[src/cimi_defines.svh]
// Register offsets, field positions and reset values of the memory interface block
`ifndef CIMI_DEFINES_SVH
`define CIMI_DEFINES_SVH

`define CIMI_ADDR_W 12
`define CIMI_OFS_CTRL 12'h000
`define CIMI_OFS_ALT 12'h004
`define CIMI_OFS_PC 12'h008
`define CIMI_OFS_CMD 12'h00C
`define CIMI_OFS_STAT 12'h010

`define CIMI_CTRL_ADDR_ONLY 0
`define CIMI_CTRL_SER0_EN 1
`define CIMI_CTRL_SER1_EN 2
`define CIMI_CTRL_T2_EN 3
`define CIMI_CTRL_XMEM_EN 4
`define CIMI_CTRL_PIN_SEL 5
`define CIMI_CTRL_RST 8'h00

`define CIMI_ALT_SER0_TX 0
`define CIMI_ALT_SER0_RX 1
`define CIMI_ALT_SER1_TX 2
`define CIMI_ALT_SER1_RX 3
`define CIMI_ALT_T2 4
`define CIMI_ALT_XRD 5
`define CIMI_ALT_XWR 6
`define CIMI_ALT_RST 8'h7F

`define CIMI_CMD_PTR 0
`define CIMI_CMD_IND 1
`define CIMI_CMD_DIR 2
`define CIMI_CMD_RNUM_LO 3
`define CIMI_CMD_WR 6
`define CIMI_CMD_WADDR_LO 8
`define CIMI_CMD_WDATA_LO 16

`define CIMI_PTR_BASE 8'h00
`define CIMI_RAM_MASK_256 8'hFF
`define CIMI_RAM_MASK_128 8'h7F

`endif

[src/cimi_pkg.sv]
// Types shared by the memory interface block
package cimi_pkg;

    typedef enum logic [3:0] {
        PH_C1 = 4'h1,
        PH_C2 = 4'h2,
        PH_C3 = 4'h4,
        PH_C4 = 4'h8
    } cimi_phase_t;

    typedef struct packed {
        logic [7:0] wdata;
        logic [7:0] waddr;
        logic wr;
        logic [2:0] rnum;
        logic dir;
        logic ind;
        logic ptr;
    } cimi_cmd_t;

    typedef struct packed {
        logic [31:0] prdata;
        logic pready;
        logic pslverr;
        logic [7:0] ctrl;
        logic [7:0] alt;
        logic pc_load;
        logic [15:0] pc_val;
        logic cmd_issue;
        cimi_cmd_t cmd;
    } cimi_regs_st_t;

    typedef struct packed {
        cimi_phase_t phase;
        logic pend_v;
        cimi_cmd_t pend;
        cimi_cmd_t cur;
        logic [7:0] ptr_data;
        logic [7:0] ram_addr;
        logic ram_rd_low;
        logic ram_av_low;
        logic ram_dv_low;
        logic [7:0] ram_wdata;
        logic [7:0] rd_data;
        logic rd_valid;
        logic [15:0] pc;
        logic pc_pend;
        logic [15:0] pc_new;
        logic [15:0] rom_addr;
        logic rom_rd_low;
        logic rom_cs_low;
        logic [7:0] rom_data;
        logic rom_valid;
        logic pin_sel;
        logic p0_mem;
        logic p2_mem;
        logic p0_ad;
        logic ale;
        logic ser0_tx;
        logic ser0_rx;
        logic ser1_tx;
        logic ser1_rx;
        logic t2;
        logic xrd_low;
        logic xwr_low;
    } cimi_st_t;

endpackage : cimi_pkg

[src/cimi_regs.sv]
// APB register slave of the memory interface block
`include "cimi_defines.svh"

module cimi_regs (
    // Clock and reset
    input wire logic clk_in,
    input wire logic rst_n_in,
    // APB slave
    input wire logic psel_in,
    input wire logic penable_in,
    input wire logic pwrite_in,
    input wire logic [11:0] paddr_in,
    input wire logic [31:0] pwdata_in,
    output logic [31:0] prdata_out,
    output logic pready_out,
    output logic pslverr_out,
    // Block side
    output logic [7:0] ctrl_out,
    output logic [7:0] alt_out,
    output logic pc_load_out,
    output logic [15:0] pc_value_out,
    output logic cmd_issue_out,
    output cimi_pkg::cimi_cmd_t cmd_out,
    input wire logic [31:0] status_in
);

    cimi_pkg::cimi_regs_st_t st_ff;
    cimi_pkg::cimi_regs_st_t nxt_st;
    logic setup;
    logic access;
    logic hit;
    logic [31:0] rdata;

    always_comb begin
        nxt_st = st_ff;
        nxt_st.pready = 1'b1;
        nxt_st.pc_load = 1'b0;
        nxt_st.cmd_issue = 1'b0;
        setup = psel_in && !penable_in;
        access = psel_in && penable_in && st_ff.pready;
        hit = 1'b1;
        rdata = 32'h0;
        unique case ({paddr_in[11:2], 2'b00})
            `CIMI_OFS_CTRL: rdata = {24'h0, st_ff.ctrl};
            `CIMI_OFS_ALT: rdata = {24'h0, st_ff.alt};
            `CIMI_OFS_PC: rdata = {16'h0, st_ff.pc_val};
            `CIMI_OFS_CMD: rdata = {8'h0, st_ff.cmd.wdata, st_ff.cmd.waddr, 1'b0, st_ff.cmd.wr,
                                    st_ff.cmd.rnum, st_ff.cmd.dir, st_ff.cmd.ind, st_ff.cmd.ptr};
            `CIMI_OFS_STAT: rdata = status_in;
            default: hit = 1'b0;
        endcase
        if (setup) begin
            nxt_st.pslverr = !hit;
            nxt_st.prdata = hit ? rdata : 32'h0;
        end
        // Writes land only on the access edge of a mapped address
        if (access && pwrite_in && !st_ff.pslverr) begin
            unique case ({paddr_in[11:2], 2'b00})
                `CIMI_OFS_CTRL: nxt_st.ctrl = pwdata_in[7:0];
                `CIMI_OFS_ALT: nxt_st.alt = pwdata_in[7:0];
                `CIMI_OFS_PC: begin
                    nxt_st.pc_val = pwdata_in[15:0];
                    nxt_st.pc_load = 1'b1;
                end
                `CIMI_OFS_CMD: begin
                    nxt_st.cmd.ptr = pwdata_in[`CIMI_CMD_PTR];
                    nxt_st.cmd.ind = pwdata_in[`CIMI_CMD_IND];
                    nxt_st.cmd.dir = pwdata_in[`CIMI_CMD_DIR];
                    nxt_st.cmd.rnum = pwdata_in[`CIMI_CMD_RNUM_LO +: 3];
                    nxt_st.cmd.wr = pwdata_in[`CIMI_CMD_WR];
                    nxt_st.cmd.waddr = pwdata_in[`CIMI_CMD_WADDR_LO +: 8];
                    nxt_st.cmd.wdata = pwdata_in[`CIMI_CMD_WDATA_LO +: 8];
                    nxt_st.cmd_issue = 1'b1;
                end
                default: nxt_st.ctrl = st_ff.ctrl;
            endcase
        end
        if (!access) begin
            nxt_st.pslverr = setup ? !hit : 1'b0;
        end
    end

    always_ff @(posedge clk_in or negedge rst_n_in) begin
        if (!rst_n_in) begin
            st_ff <= '0;
            st_ff.ctrl <= `CIMI_CTRL_RST;
            st_ff.alt <= `CIMI_ALT_RST;
        end else begin
            st_ff <= nxt_st;
        end
    end

    assign prdata_out = st_ff.prdata;
    assign pready_out = st_ff.pready;
    assign pslverr_out = st_ff.pslverr;
    assign ctrl_out = st_ff.ctrl;
    assign alt_out = st_ff.alt;
    assign pc_load_out = st_ff.pc_load;
    assign pc_value_out = st_ff.pc_val;
    assign cmd_issue_out = st_ff.cmd_issue;
    assign cmd_out = st_ff.cmd;

endmodule : cimi_regs

[src/cimi_top.sv]
// Phase sequencer for the scratch RAM, program ROM and port control outputs
//
// Design decisions made here: the placing of the registers and register access over APB.
`include "cimi_defines.svh"

// Function
// (RULE1) RAM depth parameter: 128 or 256 bytes
// (RULE2) RAM address output always eight bits
// (RULE3) Each RAM read completes in one clock
// (RULE4) Pointer register read in phase two
// (RULE5) Second read in phase three when needed
// (RULE6) Read strobe low two clocks for indirect
// (RULE7) RAM write spans two clock cycles
// (RULE8) Address-valid qualifier low in phase four
// (RULE9) Data-valid qualifier low in next phase one
// (RULE10) Glue enables async RAM mid phase one
// (RULE11) Sync RAM glue latches address on falling edge
// (RULE12) ROM width parameter, default thirteen bits
// (RULE13) ROM address sixteen bits, upper bits zero
// (RULE14) ROM data valid two clocks after strobe
// (RULE15) Address-only ROM: data after three clocks
// (RULE16) Select between port latch and pads
// (RULE17) Port zero and two memory selects
// (RULE18) Port zero address or data select
// (RULE19) External latch uses address latch enable
// (RULE20) Alternate outputs high when peripheral disabled
// (RULE21) Four one-clock phases per instruction cycle
module cimi_top #(
    parameter int RAM_256 = 1,
    parameter int ROM_ADDR_SIZE = 13
) (
    // Clock and reset
    input wire logic core_clk_in,
    input wire logic rst_n_in,
    // APB slave
    input wire logic psel_in,
    input wire logic penable_in,
    input wire logic pwrite_in,
    input wire logic [11:0] paddr_in,
    input wire logic [31:0] pwdata_in,
    output logic [31:0] prdata_out,
    output logic pready_out,
    output logic pslverr_out,
    // Scratch RAM
    output logic [7:0] ram_addr_out,
    output logic ram_read_strobe_low_out,
    input wire logic [7:0] ram_read_data_in,
    output logic [7:0] ram_write_data_out,
    output logic scratch_ram_addr_valid_low_out,
    output logic scratch_ram_data_valid_low_out,
    // Program ROM
    output logic [15:0] rom_addr_out,
    output logic rom_read_strobe_low_out,
    output logic rom_chip_select_low_out,
    input wire logic [7:0] rom_read_data_in,
    // Results
    output logic [7:0] ram_result_out,
    output logic ram_result_valid_out,
    output logic [7:0] rom_byte_out,
    output logic rom_byte_valid_out,
    // Port module controls
    output logic port_pin_or_latch_out,
    output logic port_zero_memory_select_out,
    output logic port_two_memory_select_out,
    output logic port_zero_addr_or_data_out,
    output logic addr_latch_enable_out,
    // Alternate function outputs
    output logic serial_zero_transmit_out,
    output logic serial_zero_receive_out,
    output logic serial_one_transmit_out,
    output logic serial_one_receive_out,
    output logic timer_two_output_out,
    output logic ext_mem_read_low_out,
    output logic ext_mem_write_low_out
);

    localparam logic [7:0] RAM_MASK = (RAM_256 != 0) ? `CIMI_RAM_MASK_256 : `CIMI_RAM_MASK_128; // [RULE1] [RULE2]
    localparam logic [15:0] ROM_MASK = 16'((32'h1 << ROM_ADDR_SIZE) - 32'h1); // [RULE12]

    logic rst_meta_ff;
    logic rst_sync_ff;
    cimi_pkg::cimi_st_t st_ff;
    cimi_pkg::cimi_st_t nxt_st;
    logic [7:0] ctrl;
    logic [7:0] alt;
    logic pc_load;
    logic [15:0] pc_value;
    logic cmd_issue;
    cimi_pkg::cimi_cmd_t cmd;
    logic [31:0] status;
    logic addr_only;

    always_ff @(posedge core_clk_in or negedge rst_n_in) begin
        if (!rst_n_in) begin
            rst_meta_ff <= 1'b0;
            rst_sync_ff <= 1'b0;
        end else begin
            rst_meta_ff <= 1'b1;
            rst_sync_ff <= rst_meta_ff;
        end
    end

    assign status = {11'h0, st_ff.pend_v, st_ff.phase, st_ff.rd_data, st_ff.rom_data};

    cimi_regs u_regs (
        .clk_in(core_clk_in),
        .rst_n_in(rst_sync_ff),
        .psel_in(psel_in),
        .penable_in(penable_in),
        .pwrite_in(pwrite_in),
        .paddr_in(paddr_in),
        .pwdata_in(pwdata_in),
        .prdata_out(prdata_out),
        .pready_out(pready_out),
        .pslverr_out(pslverr_out),
        .ctrl_out(ctrl),
        .alt_out(alt),
        .pc_load_out(pc_load),
        .pc_value_out(pc_value),
        .cmd_issue_out(cmd_issue),
        .cmd_out(cmd),
        .status_in(status)
    );

    assign addr_only = ctrl[`CIMI_CTRL_ADDR_ONLY];

    always_comb begin
        nxt_st = st_ff;
        nxt_st.rd_valid = 1'b0;
        nxt_st.rom_valid = 1'b0;
        unique case (st_ff.phase)
            cimi_pkg::PH_C1: nxt_st.phase = cimi_pkg::PH_C2; // [RULE21]
            cimi_pkg::PH_C2: nxt_st.phase = cimi_pkg::PH_C3;
            cimi_pkg::PH_C3: nxt_st.phase = cimi_pkg::PH_C4;
            cimi_pkg::PH_C4: nxt_st.phase = cimi_pkg::PH_C1;
            default: nxt_st.phase = cimi_pkg::PH_C1;
        endcase
        // Outputs are set for the phase being entered
        unique case (nxt_st.phase)
            cimi_pkg::PH_C2: begin
                nxt_st.ram_addr = `CIMI_PTR_BASE | {7'h0, st_ff.cur.ptr}; // [RULE4]
                nxt_st.ram_rd_low = 1'b0;
                nxt_st.ram_dv_low = 1'b1;
            end
            cimi_pkg::PH_C3: begin
                nxt_st.ptr_data = ram_read_data_in; // [RULE3]
                nxt_st.ram_rd_low = !(st_ff.cur.ind || st_ff.cur.dir); // [RULE6]
                if (st_ff.cur.ind) begin
                    nxt_st.ram_addr = ram_read_data_in; // [RULE5]
                end else if (st_ff.cur.dir) begin
                    nxt_st.ram_addr = {5'h0, st_ff.cur.rnum}; // [RULE5]
                end
            end
            cimi_pkg::PH_C4: begin
                nxt_st.ram_rd_low = 1'b1;
                if (st_ff.cur.ind || st_ff.cur.dir) begin
                    nxt_st.rd_data = ram_read_data_in; // [RULE3]
                    nxt_st.rd_valid = 1'b1;
                end
                if (st_ff.cur.wr) begin
                    nxt_st.ram_addr = st_ff.cur.waddr; // [RULE7]
                    nxt_st.ram_wdata = st_ff.cur.wdata;
                    nxt_st.ram_av_low = 1'b0; // [RULE8]
                end
            end
            cimi_pkg::PH_C1: begin
                nxt_st.ram_av_low = 1'b1;
                nxt_st.ram_dv_low = !st_ff.cur.wr; // [RULE9]
                nxt_st.cur = st_ff.pend_v ? st_ff.pend : '0;
                nxt_st.pend_v = 1'b0;
                nxt_st.rom_addr = (st_ff.pc_pend ? st_ff.pc_new : st_ff.pc) & ROM_MASK; // [RULE13]
                nxt_st.pc = 16'(nxt_st.rom_addr + 16'h1) & ROM_MASK;
                nxt_st.pc_pend = 1'b0;
            end
            default: nxt_st.ram_rd_low = 1'b1;
        endcase
        // ROM strobes low in phase one, or always in address-only mode
        nxt_st.rom_rd_low = !((nxt_st.phase == cimi_pkg::PH_C1) || addr_only); // [RULE15]
        nxt_st.rom_cs_low = nxt_st.rom_rd_low;
        if ((!addr_only && st_ff.phase == cimi_pkg::PH_C2) ||
            (addr_only && st_ff.phase == cimi_pkg::PH_C3)) begin
            nxt_st.rom_data = rom_read_data_in; // [RULE14] [RULE15]
            nxt_st.rom_valid = 1'b1;
        end
        nxt_st.ram_addr = nxt_st.ram_addr & RAM_MASK; // [RULE1]
        // A new command or PC load in the consuming cycle wins over the clear
        if (cmd_issue) begin
            nxt_st.pend = cmd;
            nxt_st.pend_v = 1'b1;
        end
        if (pc_load) begin
            nxt_st.pc_new = pc_value;
            nxt_st.pc_pend = 1'b1;
        end
        nxt_st.pin_sel = ctrl[`CIMI_CTRL_PIN_SEL]; // [RULE16]
        nxt_st.p0_mem = ctrl[`CIMI_CTRL_XMEM_EN]; // [RULE17]
        nxt_st.p2_mem = ctrl[`CIMI_CTRL_XMEM_EN];
        nxt_st.ale = ctrl[`CIMI_CTRL_XMEM_EN] && (nxt_st.phase == cimi_pkg::PH_C1); // [RULE19]
        nxt_st.p0_ad = nxt_st.ale; // [RULE18]
        nxt_st.ser0_tx = !ctrl[`CIMI_CTRL_SER0_EN] || alt[`CIMI_ALT_SER0_TX]; // [RULE20]
        nxt_st.ser0_rx = !ctrl[`CIMI_CTRL_SER0_EN] || alt[`CIMI_ALT_SER0_RX];
        nxt_st.ser1_tx = !ctrl[`CIMI_CTRL_SER1_EN] || alt[`CIMI_ALT_SER1_TX];
        nxt_st.ser1_rx = !ctrl[`CIMI_CTRL_SER1_EN] || alt[`CIMI_ALT_SER1_RX];
        nxt_st.t2 = !ctrl[`CIMI_CTRL_T2_EN] || alt[`CIMI_ALT_T2];
        nxt_st.xrd_low = !ctrl[`CIMI_CTRL_XMEM_EN] || alt[`CIMI_ALT_XRD];
        nxt_st.xwr_low = !ctrl[`CIMI_CTRL_XMEM_EN] || alt[`CIMI_ALT_XWR];
    end

    always_ff @(posedge core_clk_in or negedge rst_sync_ff) begin
        if (!rst_sync_ff) begin
            st_ff <= '0;
            st_ff.phase <= cimi_pkg::PH_C4;
            st_ff.ram_rd_low <= 1'b1;
            st_ff.ram_av_low <= 1'b1;
            st_ff.ram_dv_low <= 1'b1;
            st_ff.rom_rd_low <= 1'b1;
            st_ff.rom_cs_low <= 1'b1;
            st_ff.ser0_tx <= 1'b1;
            st_ff.ser0_rx <= 1'b1;
            st_ff.ser1_tx <= 1'b1;
            st_ff.ser1_rx <= 1'b1;
            st_ff.t2 <= 1'b1;
            st_ff.xrd_low <= 1'b1;
            st_ff.xwr_low <= 1'b1;
        end else begin
            st_ff <= nxt_st;
        end
    end

    assign ram_addr_out = st_ff.ram_addr;
    assign ram_read_strobe_low_out = st_ff.ram_rd_low;
    assign ram_write_data_out = st_ff.ram_wdata;
    assign scratch_ram_addr_valid_low_out = st_ff.ram_av_low;
    assign scratch_ram_data_valid_low_out = st_ff.ram_dv_low;
    assign rom_addr_out = st_ff.rom_addr;
    assign rom_read_strobe_low_out = st_ff.rom_rd_low;
    assign rom_chip_select_low_out = st_ff.rom_cs_low;
    assign ram_result_out = st_ff.rd_data;
    assign ram_result_valid_out = st_ff.rd_valid;
    assign rom_byte_out = st_ff.rom_data;
    assign rom_byte_valid_out = st_ff.rom_valid;
    assign port_pin_or_latch_out = st_ff.pin_sel;
    assign port_zero_memory_select_out = st_ff.p0_mem;
    assign port_two_memory_select_out = st_ff.p2_mem;
    assign port_zero_addr_or_data_out = st_ff.p0_ad;
    assign addr_latch_enable_out = st_ff.ale;
    assign serial_zero_transmit_out = st_ff.ser0_tx;
    assign serial_zero_receive_out = st_ff.ser0_rx;
    assign serial_one_transmit_out = st_ff.ser1_tx;
    assign serial_one_receive_out = st_ff.ser1_rx;
    assign timer_two_output_out = st_ff.t2;
    assign ext_mem_read_low_out = st_ff.xrd_low;
    assign ext_mem_write_low_out = st_ff.xwr_low;
endmodule : cimi_top

[config.mk]
export PLATFORM = sky130hd
export DESIGN_NAME = cimi_top
export DESIGN_NICKNAME = d
export VERILOG_FILES = /design/src/cimi_pkg.sv /design/src/cimi_regs.sv /design/src/cimi_top.sv
export VERILOG_INCLUDE_DIRS = /design/src
export SDC_FILE = /design/constraint.sdc
export NUM_CORES = 1
export LEC_CHECK = 0
export BUFFER_PORTS_ARGS = -buffer_cell sky130_fd_sc_hd__buf_2
export CORE_MARGIN = 8
export CORE_UTILIZATION = 63
export CTS_BUF_LIST = sky130_fd_sc_hd__clkbuf_4 sky130_fd_sc_hd__clkbuf_8
export CTS_CLUSTER_SIZE = 10
export DETAILED_ROUTE_END_ITERATION = 12
export GPL_TIMING_DRIVEN = 0
export PLACE_DENSITY = 0.95
export SKIP_CTS_REPAIR_TIMING = 1
export SYNTH_ARGS = -nofsm -noshare
export SYNTH_HDL_FRONTEND = slang
export SYNTH_HIERARCHICAL = 1
export SYNTH_SLANG_ARGS = --single-unit
[constraint.sdc]
create_clock -name core_clk_in -period 12.9 [get_ports core_clk_in]
set_input_delay 1.935 -clock core_clk_in [delete_from_list [all_inputs] [get_ports core_clk_in]]
set_output_delay 1.935 -clock core_clk_in [all_outputs]
set_load 0.1 [all_outputs]
==> metrics.txt, run 1 <==
Reg2Reg Depth=9; Startpoint Class=input pin; Util after Layout=0.771; setup TNS=0 ns; Seq/Total Area, Yosys=0.567; placed inst area=approximately 11,000 um2; # setup viols final=0; fmax=roughly 260 MHz; GPL Wtd Cong=around 0.88; largest net degree at the start of global routing=between 60 and 70; GRT Residual Overflow=0; vias after detailed routing=approximately 7.6k; Layout area overhead=19.6%; RSZ-0062 raised after global routing=no; Worst Setup SP=paddr_in[5]; vias in the first global route=approximately 8k; drc violations=0; hpwl dp=about 19,000 um; row count=46; status=finished clean; Die Y=roughly 140 um; Worst Setup End Kind=flop; Post-synth ARST share=1.00; Synth top cells by count=213 x dfrtp_1, 97 x nand2_1, 87 x mux2_2; MaxCap Viol Count=0; kind of critical path=in -> reg; r2r setup slk=roughly 10 ns; Pwr Density=between 100 and 150 nW/um2; clk buf depth=3; TritonRoute pass-1 iters=5; Die Footprint=between 20,000 and 25,000 um2; Antenna Violating Nets Remaining=0; crit path DAT=approximately 4.3 ns; core area=15,900 um2; max-slew violation count=0; Main synth FF type=dfrtp_1; GRT Util Overall=0.263; fillers=959; post-route design area=roughly 12,000 um2; fraction of layout cells with a size suffix above 1=0.405; biggest area consumer among synthesized cells=dfrtp_1; chip width=around 140 um; Hold Path Depth=0; most numerous cell in the Yosys netlist=dfrtp_1; worst clock skew=between 0.015 and 0.02 ns; crit path to=u_regs/pc_value_out[10]; Post-Syn Area=between 10,000 and 15,000 um2; WL per Instance=slightly above 20 um; worst hold path class=reg -> reg; number of synthesis warnings=6; global-route wire length before repair=approximately 42,000 um; Mapped Avg Cell Area=between 10 and 15 um2; Tcrit/Tclk final=0.303; R2R Path End=st_ff[66]; relative slew slack=0.311; clock sinks=232; EDFF count, synth=0; Yosys top cell area share=0.519; # port buffers=about 150; DRT iter0 DRCs=between 600 and 700; antenna violations before repair=0; Req. time, crit path=13.30 ns; # H-tree levels=2; TritonCTS clock tree=built; synth unique cells=68; CTS buffer count=38; Initial Utilization=0.645; Reg clk slew, reported paths=~0.060 ns; Vias/cell=around 5.9; reg2reg start=st_ff[55]; Final Net Count=roughly 1.1k; leakage power=around 6.4 nW; synthesized flop and latch total=232; Worst-Skew Late Latency=0.53 ns; Root Driver=clkbuf_8; final wirelength=26,500 um; minimum clock period=3.91 ns; synth top area cells=dfrtp_1 52%, mux2_2 9.5%, dfstp_2 4.9%; Peak VDD IR=around 0.000098 V; final hold vios=0; Ports=166; Worst-Margin Slew=1.03 ns; CP max FO=10; Mapped Cells=about 830
==> logic make-up after synthesis <==
family                     count (synthesis)  share of synthesized area
AOI/OAI and AO/OA                        115                     0.0822
buffers and inverters                    103                     0.0621
xor gates and xnor gates                   9                    0.00767
muxes                                    148                      0.166
adders and majority gates                  1                    0.00122
and+or+nand+nor                          221                      0.112
DFF                                      232                      0.567
other                                      3                    0.00110
==> power by group <==
part           internal (mW)  switching, mW  leakage (nW)
sequential             0.731        0.00618          3.12
clock                  0.404          0.291         0.457
combinational         0.0175         0.0457          2.79
==> critical path, cell delays in order <==
cell and delay (ns):
buf_2 0.16, nor4_1 0.61, nand4_1 0.38, nor3b_4 0.54
buf_4 0.32, mux2_1 0.35
==> state kept, by name (all words and copies together), names as in the netlist, 8 cells and up <==
signal,flops
ram_addr_out,8
ram_result_out,8
ram_write_data_out,8
rom_addr_out,13
rom_byte_out,8
st_ff,78
u_regs/alt_out,8
u_regs/cmd_out,23
u_regs/ctrl_out,8
u_regs/pc_value_out,16
u_regs/prdata_out,32
==> final cells by class <==
class | instances | area, um2 | share of cell area
plain buffers | 95 | 608 | 0.0495
inverters | 8 | 30.0 | 0.00244
clock inverters | 8 | 68.8 | 0.00560
clock buffers | 62 | 778 | 0.0633
flip-flops and latches | 232 | 5830 | 0.474
multi-input cells | 510 | 3870 | 0.315
diodes | 1 | 2.50 | 0.000204
well taps | 216 | 270 | 0.0220
repair buffers | 154 | 838 | 0.0682
==> per-layer routing <==
layer,vias up,part of all wire,global-route usage,routed length [um]
met1,3836,0.40,0.330,10700
met3,77,0.088,0.0630,2330
li1,3306,-,-,-
met2,406,0.48,0.437,12800
met5,-,0,0,0
met4,0,0.028,0.0974,739
==> cells in the final DEF (no fill, tap or decap), types with 4 or more instances in the layout <==
cell type    n
nand3_1     27
nand2_1     97
nor2b_1     10
buf_4       57
mux2_1      35
clkbuf_4    12
xor2_1       5
nor3_1       6
buf_2      163
mux2_2      87
o211ai_2     7
dfstp_2     19
xnor2_1      4
o21ai_1     10
a22oi_1     12
nor2_1      27
a21oi_1     14
nand2b_1    10
mux2i_1     20
a21o_1       5
clkbuf_1    20
a221o_1      5
a22o_1      25
inv_1        7
nor4_1       4
dfrtp_1    212
mux4_2       5
o21ai_0     18
and4_1       4
clkbuf_8    50
clkinv_2     6
conb_1      16
==> worst min path at each step <==
stage | slack [ns] | start | to
3_3_place_gp | 0.34 | rst_meta_ff | rst_sync_ff
3_5_place_dp | 0.34 | rst_meta_ff | rst_sync_ff
6_report | 0.35 | rst_meta_ff | rst_sync_ff
5_1_grt | 0.36 | rst_meta_ff | rst_sync_ff
2_1_floorplan | 0.33 | rst_meta_ff | rst_sync_ff
4_1_cts | 0.35 | rst_meta_ff | rst_sync_ff
==> stage by stage <==
step	worst slack [ns]	hold WS, ns	power (mW)	std cells
3_3_place_gp	3.81	0.336	0.808	1212
6_report	8.99	0.349	1.50	1286
3_5_place_dp	8.55	0.340	0.814	1215
2_1_floorplan	5.99	0.331	0.789	845
5_1_grt	8.92	0.355	1.54	1285
4_1_cts	9.10	0.353	1.51	1285
Note: power is estimated with default switching activity, not from simulation.
==> run 2, diff against run 1 <==
--- a/config.mk
+++ b/config.mk
@@ -8,12 +8,12 @@
 export LEC_CHECK = 0
 export BUFFER_PORTS_ARGS = -buffer_cell sky130_fd_sc_hd__buf_2
 export CORE_MARGIN = 8
-export CORE_UTILIZATION = 63
+export CORE_UTILIZATION = 53
 export CTS_BUF_LIST = sky130_fd_sc_hd__clkbuf_4 sky130_fd_sc_hd__clkbuf_8
 export CTS_CLUSTER_SIZE = 10
 export DETAILED_ROUTE_END_ITERATION = 12
 export GPL_TIMING_DRIVEN = 0
-export PLACE_DENSITY = 0.95
+export PLACE_DENSITY = 0.9
 export SKIP_CTS_REPAIR_TIMING = 1
 export SYNTH_ARGS = -nofsm -noshare
 export SYNTH_HDL_FRONTEND = slang
==> constraint.sdc (replaced) <==
create_clock -name core_clk_in -period 3.2 [get_ports core_clk_in]
set_input_delay 0.48 -clock core_clk_in [delete_from_list [all_inputs] [get_ports core_clk_in]]
set_output_delay 0.48 -clock core_clk_in [all_outputs]
set_load 0.1 [all_outputs]
==> run 2 against run 1 <==
Effect of this change:
- final area up 0.76%
- critical path type is now reg -> reg
- register-to-register slack worse by 9.6 ns
- highest routed layer unchanged
- critical path depth up 3
- combinational power rose to 4.1 times the previous value
- core utilization down 13 points
- largest power group unchanged
- worst hold slack worse by 0.19 ns
- clock-buffer cell count down 1
- flip-flop and latch count unchanged
- global-route usage down 4.5 points
- clock skew up 0.018 ns
==> metrics.txt, run 2 (synthesized netlist as in run 1, its figures left out) <==
Antenna Violating Nets Remaining=0; Critical Path Slowest Stage Cell=dfrtp_1; DRT iter0 DRCs=568; fmax=approximately 380 MHz; Root Driver=clkbuf_8; fraction of layout cells with a size suffix above 1=0.404; clock sinks=232; Peak VDD IR=between 0.0002 and 0.0003 V; drc violations=0; leakage power=around 6.4 nW; Tcrit/Tclk final=0.831; GRT Util Overall=0.218; final hold vios=0; Worst Setup End Kind=flop; Worst-Skew Late Latency=~0.55 ns; GPL Wtd Cong=between 0.8 and 0.9; Worst-Margin Slew=0.991 ns; Ports=~170; # H-tree levels=2; max-slew violation count=0; Pwr Density=around 500 nW/um2; # setup viols final=0; post-route design area=between 10,000 and 15,000 um2; Final Net Count=between 1k and 1.5k; Largest register FFs=78; vias in the first global route=just under 8k; Most flops, register=st_ff; core area=between 15,000 and 20,000 um2; Clock power frac=0.471; Util after Layout=0.643; # port buffers=approximately 150; WL per Instance=slightly below 20 um; largest net degree at the start of global routing=73; most frequent cells in the layout=212 x dfrtp_1, 163 x buf_2, 97 x nand2_1, 87 x mux2_2, 58 x buf_4; chip width=about 160 um; CP peak stage delay=approximately 0.36 ns; kind of critical path=reg -> reg; worst hold path class=in -> reg; Net Sw Frac=0.227; Pint=~4.7 mW; Seq pwr share=0.486; crit path DAT=around 3.1 ns; GRT Residual Overflow=0; final wirelength=around 26,000 um; combinational share of power=0.043; Die Y=around 160 um; clk buf depth=3; RSZ-0062 raised after global routing=no; TritonCTS clock tree=built; placed inst area=11,500 um2; setup TNS=0 ns; Vias/cell=roughly 5.5; worst clock skew=0.0359 ns; minimum clock period=around 2.7 ns; TritonRoute pass-1 iters=5; Die Footprint=roughly 24,000 um2; antenna violations before repair=0; Req. time, crit path=3.61 ns; Initial Utilization=0.533; Startpoint Class=flop; family with the most delay on the worst path=buffers and inverters; Layout area overhead=20.5%; CP max FO=10; vias after detailed routing=7,393; CTS buffer count=39; switching power=1.39 mW; CP cell instances=buf_2 > buf_4 > mux2_2 > ha_1 > clkbuf_1 > o21ai_0 > or2_1 > or3_1 > o311a_1; relative slew slack=0.334; status=finished clean; commonest non-fill, non-tap cell in the layout=dfrtp_1; WHS=between 0.15 and 0.2 ns; # diodes=0; hpwl dp=about 19,000 um; row count=just over 50; MaxCap Viol Count=0; Reg clk slew, reported paths=approximately 0.06 ns; global-route wire length before repair=~42,000 um; buffers plus inverters on the worst setup path=3
run 2: worst paths after layout:
path	to	from	slack, ns	cells past startpoint
max reg2reg	st_ff[66]	st_ff[55]	0.54	9
min	u_regs/cmd_out[19]	pwdata_in[20]	0.16	2
min reg2reg	st_ff[157]	rst_sync_ff	0.24	0
max in group asynchronous	serial_one_transmit_out	rst_sync_ff	1.89	2
min in group asynchronous	st_ff[157]	rst_sync_ff	0.24	0
max	st_ff[66]	st_ff[55]	0.54	9
run 2: area by class of cell:
cell class / count / area (um2)
flip-flops and latches: 232 / 5830
multi-input cells: 510 / 3870
inverters: 8 / 30.0
repair buffers: 156 / 856
plain buffers: 95 / 608
clock inverters: 7 / 93.8
fillers: 1413 / 6880
well taps: 265 / 332
clock buffers: 61 / 771
run 2: stage by stage:
step / instances / power, mW / worst slack (ns)
4_1_cts: 1333 / 6.16 / 0.563
3_5_place_dp: 1265 / 3.28 / 0.346
6_report: 1334 / 6.10 / 0.542
2_1_floorplan: 845 / 3.18 / 0.664
3_3_place_gp: 1261 / 3.26 / 0.0375
5_1_grt: 1334 / 6.31 / 0.388
run 2: layer usage:
metal  global-route usage  wire, um  vias to the layer above
met4               0.0827       823                        0
met3               0.0619      2090                       77
met1                0.266     10600                     3701
met2                0.364     12500                      304
li1                     -         -                     3311
met5                    0         0                        -
run 2: power groups by stage:
stage	registers [mW]	clock network, mW	logic (mW)
5_1_grt	2.97	3.06	0.284
4_1_cts	2.97	2.93	0.263
2_1_floorplan	3.06	0	0.118
6_report	2.97	2.87	0.262
3_3_place_gp	3.06	0	0.195
3_5_place_dp	3.02	0	0.261
